--- src/spe_pkg.sv ---
`default_nettype none

package spe_pkg;

    localparam int SPE_PINS = 7;
    localparam int SPE_ADDR_W = 12;
    localparam int SPE_DATA_W = 32;

    // Register byte offsets within the port window
    localparam logic [11:0] SPE_OFS_PIN_DATA = 12'h000;
    localparam logic [11:0] SPE_OFS_OUTPUT_ENABLE = 12'h004;
    localparam logic [11:0] SPE_OFS_FUNCTION_ONE = 12'h008;
    localparam logic [11:0] SPE_OFS_FUNCTION_TWO = 12'h00C;
    localparam logic [11:0] SPE_OFS_OPEN_DRAIN = 12'h028;
    localparam logic [11:0] SPE_OFS_PULLUP = 12'h02C;
    localparam logic [11:0] SPE_OFS_INPUT_ENABLE = 12'h038;

    localparam logic [6:0] SPE_RESET_BITS = 7'h00;
    localparam logic [6:0] SPE_FUNCTION_ONE_MASK = 7'h7F;
    localparam logic [6:0] SPE_FUNCTION_TWO_MASK = 7'h44;
    localparam logic [31:0] SPE_READ_ZERO = 32'h0000_0000;

    // Pin positions of the alternate functions
    localparam int SPE_BIT_S0_TX = 0;
    localparam int SPE_BIT_S0_RX = 1;
    localparam int SPE_BIT_S0_CLK = 2;
    localparam int SPE_BIT_RESERVED = 3;
    localparam int SPE_BIT_S1_TX = 4;
    localparam int SPE_BIT_S1_RX = 5;
    localparam int SPE_BIT_S1_CLK = 6;
    localparam int SPE_BIT_S0_CTS = 2;
    localparam int SPE_BIT_S1_CTS = 6;

    // Level a peripheral input sees while its pin is not routed to it
    localparam logic SPE_IDLE_LEVEL = 1'b1;

endpackage : spe_pkg

`default_nettype wire

--- src/spe_port.sv ---
`timescale 1ns/1ps
`default_nettype none

// How it works
// RULE_01 - Data register: seven bits, reset zero
// RULE_02 - Output control bit enables pin driver
// RULE_03 - Function one routes pins to serial channels
// RULE_04 - Function one bit three is reserved
// RULE_05 - Function two routes clear-to-send inputs
// RULE_06 - Open-drain bit selects drain-only output
// RULE_07 - Pull-up control bit enables pin pull-up
// RULE_08 - Input control bit opens input path
// RULE_09 - Never set both function bits together
// RULE_10 - Selected peripheral drives and receives pin
module spe_port
    import spe_pkg::*;
(
    input wire logic clock,
    input wire logic srst,
    input wire logic psel,
    input wire logic penable,
    input wire logic pwrite,
    input wire logic [SPE_ADDR_W-1:0] paddr,
    input wire logic [SPE_DATA_W-1:0] pwdata,
    input wire logic [3:0] pstrb,
    output logic pready,
    output logic [SPE_DATA_W-1:0] prdata,
    output logic pslverr,
    input wire logic [SPE_PINS-1:0] pin_in,
    output logic [SPE_PINS-1:0] pin_out,
    output logic [SPE_PINS-1:0] pin_oe,
    output logic [SPE_PINS-1:0] pin_pullup,
    input wire logic serial0_transmit,
    input wire logic serial0_clock_drive,
    output logic serial0_receive,
    output logic serial0_clock,
    output logic serial0_clear_to_send,
    input wire logic serial1_transmit,
    input wire logic serial1_clock_drive,
    output logic serial1_receive,
    output logic serial1_clock,
    output logic serial1_clear_to_send
);

    logic [SPE_PINS-1:0] pin_data;
    logic [SPE_PINS-1:0] output_enable;
    logic [SPE_PINS-1:0] function_select_one;
    logic [SPE_PINS-1:0] function_select_two;
    logic [SPE_PINS-1:0] open_drain_select;
    logic [SPE_PINS-1:0] pullup_enable;
    logic [SPE_PINS-1:0] input_enable;
    logic [SPE_PINS-1:0] pin_meta;
    logic [SPE_PINS-1:0] pin_sync;
    logic [SPE_PINS-1:0] pin_seen;
    logic [SPE_PINS-1:0] routed_one;
    logic [SPE_PINS-1:0] routed_two;
    logic [SPE_PINS-1:0] next_pin_out;
    logic [SPE_PINS-1:0] next_pin_oe;
    logic [SPE_PINS-1:0] data_view;
    logic [SPE_DATA_W-1:0] next_prdata;
    logic next_pslverr;
    logic setup_phase;
    logic write_take;
    logic [SPE_PINS-1:0] wdata;

    function automatic logic spe_hit(
        input logic [SPE_ADDR_W-1:0] addr,
        input logic [SPE_ADDR_W-1:0] ofs
    );
        spe_hit = (addr == ofs);
    endfunction : spe_hit

    function automatic logic [SPE_DATA_W-1:0] spe_word(
        input logic [SPE_PINS-1:0] bits
    );
        spe_word = {{(SPE_DATA_W-SPE_PINS){1'b0}}, bits};
    endfunction : spe_word

    function automatic logic spe_route_in(
        input logic sel,
        input logic level
    );
        spe_route_in = sel ? level : SPE_IDLE_LEVEL;
    endfunction : spe_route_in

    // Zero wait states: read data is captured in the setup cycle
    assign pready = 1'b1;
    assign setup_phase = psel && !penable;
    // Only byte lane 0 carries register bits
    assign write_take = psel && penable && pwrite && pstrb[0];
    assign wdata = pwdata[SPE_PINS-1:0];

    always_ff @(posedge clock) begin
        if (srst) begin
            pin_data <= SPE_RESET_BITS; // RULE_01
        end else if (write_take && spe_hit(paddr, SPE_OFS_PIN_DATA)) begin
            pin_data <= wdata; // RULE_01
        end
    end

    always_ff @(posedge clock) begin
        if (srst) begin
            output_enable <= SPE_RESET_BITS; // RULE_02
        end else if (write_take && spe_hit(paddr, SPE_OFS_OUTPUT_ENABLE)) begin
            output_enable <= wdata; // RULE_02
        end
    end

    always_ff @(posedge clock) begin
        if (srst) begin
            function_select_one <= SPE_RESET_BITS; // RULE_03
        end else if (write_take && spe_hit(paddr, SPE_OFS_FUNCTION_ONE)) begin
            function_select_one <= wdata & SPE_FUNCTION_ONE_MASK; // RULE_03
        end
    end

    always_ff @(posedge clock) begin
        if (srst) begin
            function_select_two <= SPE_RESET_BITS; // RULE_05
        end else if (write_take && spe_hit(paddr, SPE_OFS_FUNCTION_TWO)) begin
            function_select_two <= wdata & SPE_FUNCTION_TWO_MASK; // RULE_05
        end
    end

    always_ff @(posedge clock) begin
        if (srst) begin
            open_drain_select <= SPE_RESET_BITS; // RULE_06
        end else if (write_take && spe_hit(paddr, SPE_OFS_OPEN_DRAIN)) begin
            open_drain_select <= wdata; // RULE_06
        end
    end

    always_ff @(posedge clock) begin
        if (srst) begin
            pullup_enable <= SPE_RESET_BITS; // RULE_07
        end else if (write_take && spe_hit(paddr, SPE_OFS_PULLUP)) begin
            pullup_enable <= wdata; // RULE_07
        end
    end

    always_ff @(posedge clock) begin
        if (srst) begin
            input_enable <= SPE_RESET_BITS; // RULE_08
        end else if (write_take && spe_hit(paddr, SPE_OFS_INPUT_ENABLE)) begin
            input_enable <= wdata; // RULE_08
        end
    end

    // Pins are asynchronous to the clock
    always_ff @(posedge clock) begin
        if (srst) begin
            pin_meta <= SPE_RESET_BITS;
        end else begin
            pin_meta <= pin_in;
        end
    end

    // Only this second stage feeds any logic
    always_ff @(posedge clock) begin
        if (srst) begin
            pin_sync <= SPE_RESET_BITS;
        end else begin
            pin_sync <= pin_meta;
        end
    end

    // A blocked input reads low so a floating pin draws no current
    assign pin_seen = pin_sync & input_enable; // RULE_08

    // Function one wins if software sets both; the reserved
    // selection is treated as a plain port pin
    always_comb begin
        routed_one = function_select_one; // RULE_03
        routed_one[SPE_BIT_RESERVED] = 1'b0; // RULE_04
    end

    always_comb begin
        routed_two = function_select_two & ~function_select_one; // RULE_09
    end

    // Pin output value and driver enable
    always_comb begin
        next_pin_out = pin_data;
        if (routed_one[SPE_BIT_S0_TX]) begin
            next_pin_out[SPE_BIT_S0_TX] = serial0_transmit; // RULE_10
        end
        if (routed_one[SPE_BIT_S0_CLK]) begin
            next_pin_out[SPE_BIT_S0_CLK] = serial0_clock_drive; // RULE_10
        end
        if (routed_one[SPE_BIT_S1_TX]) begin
            next_pin_out[SPE_BIT_S1_TX] = serial1_transmit; // RULE_10
        end
        if (routed_one[SPE_BIT_S1_CLK]) begin
            next_pin_out[SPE_BIT_S1_CLK] = serial1_clock_drive; // RULE_10
        end
    end

    // Open-drain only pulls low; a high level is left to the pull-up
    always_comb begin
        next_pin_oe = output_enable & ~(open_drain_select & next_pin_out); // RULE_02 RULE_06
    end

    // Outputs are registered to keep pin timing glitch free
    always_ff @(posedge clock) begin
        if (srst) begin
            pin_out <= SPE_RESET_BITS;
        end else begin
            pin_out <= next_pin_out; // RULE_10
        end
    end

    // Driver enable moves in the same cycle as the level
    always_ff @(posedge clock) begin
        if (srst) begin
            pin_oe <= SPE_RESET_BITS; // RULE_02
        end else begin
            pin_oe <= next_pin_oe; // RULE_02 RULE_06
        end
    end

    // Pull-up enable
    always_ff @(posedge clock) begin
        if (srst) begin
            pin_pullup <= SPE_RESET_BITS; // RULE_07
        end else begin
            pin_pullup <= pullup_enable; // RULE_07
        end
    end

    // Peripheral inputs, idle high while not routed
    // Channel 0 receive
    always_ff @(posedge clock) begin
        if (srst) begin
            serial0_receive <= SPE_IDLE_LEVEL;
        end else begin
            serial0_receive <= spe_route_in(routed_one[SPE_BIT_S0_RX],
                pin_seen[SPE_BIT_S0_RX]); // RULE_10
        end
    end

    // Channel 0 serial clock
    always_ff @(posedge clock) begin
        if (srst) begin
            serial0_clock <= SPE_IDLE_LEVEL;
        end else begin
            serial0_clock <= spe_route_in(routed_one[SPE_BIT_S0_CLK],
                pin_seen[SPE_BIT_S0_CLK]); // RULE_10
        end
    end

    // Channel 0 clear-to-send
    always_ff @(posedge clock) begin
        if (srst) begin
            serial0_clear_to_send <= SPE_IDLE_LEVEL;
        end else begin
            serial0_clear_to_send <= spe_route_in(routed_two[SPE_BIT_S0_CTS],
                pin_seen[SPE_BIT_S0_CTS]); // RULE_05
        end
    end

    // Channel 1 receive
    always_ff @(posedge clock) begin
        if (srst) begin
            serial1_receive <= SPE_IDLE_LEVEL;
        end else begin
            serial1_receive <= spe_route_in(routed_one[SPE_BIT_S1_RX],
                pin_seen[SPE_BIT_S1_RX]); // RULE_10
        end
    end

    // Channel 1 serial clock
    always_ff @(posedge clock) begin
        if (srst) begin
            serial1_clock <= SPE_IDLE_LEVEL;
        end else begin
            serial1_clock <= spe_route_in(routed_one[SPE_BIT_S1_CLK],
                pin_seen[SPE_BIT_S1_CLK]); // RULE_10
        end
    end

    // Channel 1 clear-to-send
    always_ff @(posedge clock) begin
        if (srst) begin
            serial1_clear_to_send <= SPE_IDLE_LEVEL;
        end else begin
            serial1_clear_to_send <= spe_route_in(routed_two[SPE_BIT_S1_CTS],
                pin_seen[SPE_BIT_S1_CTS]); // RULE_05
        end
    end

    // Data reads show the pin where input is enabled, else the latch
    assign data_view = (pin_data & ~input_enable) | pin_seen; // RULE_01 RULE_08

    always_comb begin
        next_prdata = SPE_READ_ZERO;
        next_pslverr = 1'b0;
        unique case (paddr)
            SPE_OFS_PIN_DATA: begin
                next_prdata = spe_word(data_view); // RULE_01
            end
            SPE_OFS_OUTPUT_ENABLE: begin
                next_prdata = spe_word(output_enable); // RULE_02
            end
            SPE_OFS_FUNCTION_ONE: begin
                next_prdata = spe_word(function_select_one); // RULE_03
            end
            SPE_OFS_FUNCTION_TWO: begin
                next_prdata = spe_word(function_select_two); // RULE_05
            end
            SPE_OFS_OPEN_DRAIN: begin
                next_prdata = spe_word(open_drain_select); // RULE_06
            end
            SPE_OFS_PULLUP: begin
                next_prdata = spe_word(pullup_enable); // RULE_07
            end
            SPE_OFS_INPUT_ENABLE: begin
                next_prdata = spe_word(input_enable); // RULE_08
            end
            default: begin
                next_pslverr = 1'b1;
            end
        endcase
    end

    always_ff @(posedge clock) begin
        if (srst) begin
            prdata <= SPE_READ_ZERO;
        end else if (setup_phase) begin
            prdata <= pwrite ? SPE_READ_ZERO : next_prdata;
        end
    end

    // Error stands from setup until the next setup cycle
    always_ff @(posedge clock) begin
        if (srst) begin
            pslverr <= 1'b0;
        end else if (setup_phase) begin
            pslverr <= next_pslverr;
        end
    end

endmodule : spe_port

`default_nettype wire

--- config.mk ---
export PLATFORM = sky130hd
export DESIGN_NAME = spe_port
export DESIGN_NICKNAME = d
export VERILOG_FILES = /design/src/spe_pkg.sv /design/src/spe_port.sv
export SDC_FILE = /design/constraint.sdc
export NUM_CORES = 1
export LEC_CHECK = 0
export BUFFER_PORTS_ARGS = -buffer_cell sky130_fd_sc_hd__buf_2
export CAP_MARGIN = 20
export CORE_MARGIN = 5
export CORE_UTILIZATION = 30
export DETAILED_ROUTE_END_ITERATION = 16
export PLACE_DENSITY = 0.54
export SLEW_MARGIN = 20
export SYNTH_ARGS = -nofsm -noshare
export SYNTH_HDL_FRONTEND = slang
export SYNTH_SLANG_ARGS = --single-unit
--- constraint.sdc ---
create_clock -name clock -period 5.26 [get_ports clock]
set_input_delay 1.052 -clock clock [delete_from_list [all_inputs] [get_ports clock]]
set_output_delay 1.052 -clock clock [all_outputs]
set_load 0.02 [all_outputs]
==> results by group <==
Floorplanning
  – I/O pin count: 125
  – Die Width: 125 um
  – Die area: 15700 sq um
  – FP Rows: 42
  – Total core area: 13100 sq um
  – Die H: 125 um
  – Initial Utilization: 0.304

Setup path
  – Stages on the worst setup path: 5
  – Setup crit start kind: input pin
  – Largest stage delay on the critical path: about 660 ps
  – Worst r2r path cells: 4
  – Worst path buffer plus inverter count: 1
  – WS Path Type: input pin to register
  – Worst-path cell chain: buf_2 -> or4_4 -> nor3_4 -> nand4b_1 -> mux2i_1
  – Worst-path maximum fanout: 8
  – Crit end category: register
  – Critical path data arrival time: 3110 ps
  – Slowest CP cell: nand4b_1
  – Family with the most delay on the worst path: simple AND/OR/NAND/NOR gates
  – Worst Path Required: 5520 ps

Job
  – Number of max-cap violations: 0

Place
  – Buffers on Ports: 70
  – RePlAce Congestion: 0.825
  – Dpl hpwl: 7020 um

Routing
  – Routed WL per cell: approximately 15 um
  – Vias/cell: 4.64
  – Final WL: 9860 um
  – Iteration count of the initial detailed-routing pass: 4
  – Initial DRC count: 220
  – Vias: 3014
  – Post-route ant nets: 0
  – DRC: 0

Min path
  – Worst Hold Depth: 1
  – Worst min path class: register to register

CTS
  – Resized cells post-CTS: 0
  – Post-CTS setup buffers: 0
  – CTS Sinks: 93
  – CTS tree: yes
  – CTS Hold Buffers Added: 0
  – Htree depth: 3
  – Num CTS Buffers: 9
  – Reg clk slew, reported paths: 60 ps
  – Clock tree buffer depth: 2
  – CTS Root Cell: clkbuf_16
  – Clk_lat worst skew: 340 ps

Yosys
  – Gate Count Post-Synth: 408
  – Synth unique cells: 45
  – Area fraction of the dominant cell type after synthesis: 0.467
  – Avg Inst Size Synth: between 9 and 10 sq um
  – Yosys warns: 0
  – Mapped Area: 3990 sq um
  – Dominant cell type by area after synthesis: dfxtp_1
  – Sequential cell area fraction in the yosys report: 0.467
  – Yosys reg bits: 93
  – Synth top area cells: dfxtp_1, mux2i_1, nor2b_1

Finish
  – Area growth syn-to-layout: 19.1%
  – Nets@finish: 533
  – Share of layout cells above drive strength 1: 0.211
  – Multi-input logic area: 1950 sq um
  – Area occupied by registers: 1860 sq um
  – Filler cells: 1386
  – Diodes inserted: 0

STA
  – TNS Setup: 0 ps
  – Worst hold margin: roughly 420 ps
  – Worst rel slew slack: 0.488
  – Setup violators final: 0
  – Clock period minus worst slack: 2850 ps
  – Max Transition Viols Final: 0
  – Fmax: 351 MHz
  – RSZ-0062 raised after global routing: false
  – Actual slew at the worst max-slew pin: 769 ps
  – Final Hold Fails: 0
  – Final worst path period share: 0.542
  – Final Skew: 3.10 ps

Power
  – Reg power frac: 0.452
  – Internal power: 1240 uW
  – Clk network pwr share: 0.494
  – P_sw: 329 uW
  – Sw frac: 0.209
  – Power Dens Cells: 331 nW/um^2
  – P_leak: 0.00198 uW
  – Max IR drop VDD: 110 uV
  – Combinational share of power: 0.054

Global route
  – Total GRT Usage: 0.126
  – Initial antenna violation count: 0
  – First-pass GRT wire length: between 15000 and 20000 um
  – Vias in the first global route: between 2000 and 3000
  – Largest net degree at the start of global routing: 86
  – Gr ovfl total: 0

Status
  – Status: finished, final reports clean
through the flow:
stage	util	setup slack [ps]	power, uW	instance area, sq um	cells
6_report	0.362	2410	1570	4750	650
5_1_grt	0.362	2270	1630	4750	650
4_1_cts	0.362	2420	1590	4750	650
3_5_place_dp	0.334	2040	812	4390	634
3_3_place_gp	0.334	2060	810	4390	634
2_1_floorplan	-	2830	796	4080	432
layout by cell type (no fill, tap or decap), types with 2 or more instances in the layout:
cell | synthesis | routed
and4_1 | 3 | 3
or2_2 | 2 | 2
nor2_1 | 27 | 27
o21ai_0 | 23 | 23
nor2b_1 | 32 | 32
nand3_1 | 9 | 9
nand4_1 | 5 | 5
buf_2 | 3 | 70
a22oi_1 | 4 | 4
nand2b_1 | 31 | 31
mux2i_1 | 53 | 53
a31oi_1 | 4 | 4
dfxtp_1 | 93 | 93
a32oi_1 | 4 | 4
clkinv_2 | 0 | 2
mux2_2 | 3 | 3
nand3b_1 | 7 | 7
a21oi_1 | 15 | 15
conb_1 | 2 | 26
nand2_1 | 19 | 19
o2bb2ai_1 | 2 | 2
clkbuf_16 | 0 | 9
o211ai_1 | 2 | 2
nor4_1 | 3 | 3
bufinv_16 | 0 | 4
worst register-to-register path, delay by kind of cell (launching register included):
| kind | cells | cell delay (ps) |
|---|---|---|
| AOI/OAI and AO/OA | 3 | 550 |
| DFF | 1 | 390 |
| muxes | 1 | 220 |
path summary, 6_finish.rpt:
kind | from | end | slack (ps)
setup / recovery | paddr[7] | open_drain_select[1]$_SDFFE_PP0P_ | 2410
hold / removal | function_select_two[2]$_SDFFE_PP0P_ | serial0_clear_to_send$_SDFF_PP1_ | 420
setup reg to reg | input_enable[1]$_SDFFE_PP0P_ | prdata[1]$_SDFFE_PP0P_ | 3980
hold reg to reg | function_select_two[2]$_SDFFE_PP0P_ | serial0_clear_to_send$_SDFF_PP1_ | 420
synth_stat cells (all sizes together):
cell type	instances
nand4	6
clkbuf	13
and2	1
and3b	1
a211oi	1
a22o	1
mux2	3
a32o	1
or4	2
nor3b	1
a21oi	15
nor3	2
nand2	19
or3b	1
buf	32
a32oi	4
a22oi	4
nand4b	1
nor4	4
o2bb2ai	2
nand3	9
a2111oi	1
or2	2
nor2b	32
mux2i	53
dfxtp	93
nor2	28
a311oi	1
nand3b	7
or4b	1
or3	1
o211ai	2
a31oi	4
conb	2
o21ai	23
nand2b	31
nor4b	1
and4	3
layer usage:
metal | global-route usage | part of all wire | vias to the layer above | routed length, um
met3 | 0.0435 | 0.076 | 17 | 749
met2 | 0.183 | 0.43 | 97 | 4290
met5 | 0 | 0 | - | 0
met4 | 0.0568 | 0.026 | 0 | 252
met1 | 0.169 | 0.46 | 1394 | 4580
li1 | - | - | 1506 | -
power groups by stage:
stage,clock network [uW],registers [uW],logic [uW]
after floorplan,0,727,68.9
after global placement,0,727,83.3
after detailed placement,0,727,84.7
after CTS,799,711,84.9
after global routing,828,711,92.4
final,778,711,84.4
cell type report:
| cell class | instances | area share |
|---|---|---|
| tap | 176 | 0.0464 |
| clock inverter | 7 | 0.0290 |
| clock buffer | 9 | 0.0474 |
| multi-input combinational | 294 | 0.410 |
| sequential | 93 | 0.392 |
| timing repair buffer | 71 | 0.0753 |
kinds of logic (layout without fill, tap and decap cells):
family,Yosys count,in the layout,synth area share
simple gates,153,153,0.228
mux,56,56,0.141
compound gates,59,59,0.0941
buf+inv,45,87,0.0678
other cells,2,26,0.00188
flops,93,93,0.467
state kept, by name, summed over array words and instances (netlist names), 2 cells and up:
signal,cells
pin_meta,7
pullup_enable,7
pin_out,7
output_enable,7
function_select_two,2
pin_data,7
open_drain_select,7
pin_oe,7
pin_pullup,7
pin_sync,7
function_select_one,7
prdata,7
input_enable,7
No activity file was read; power rests on OpenSTA's default activity.
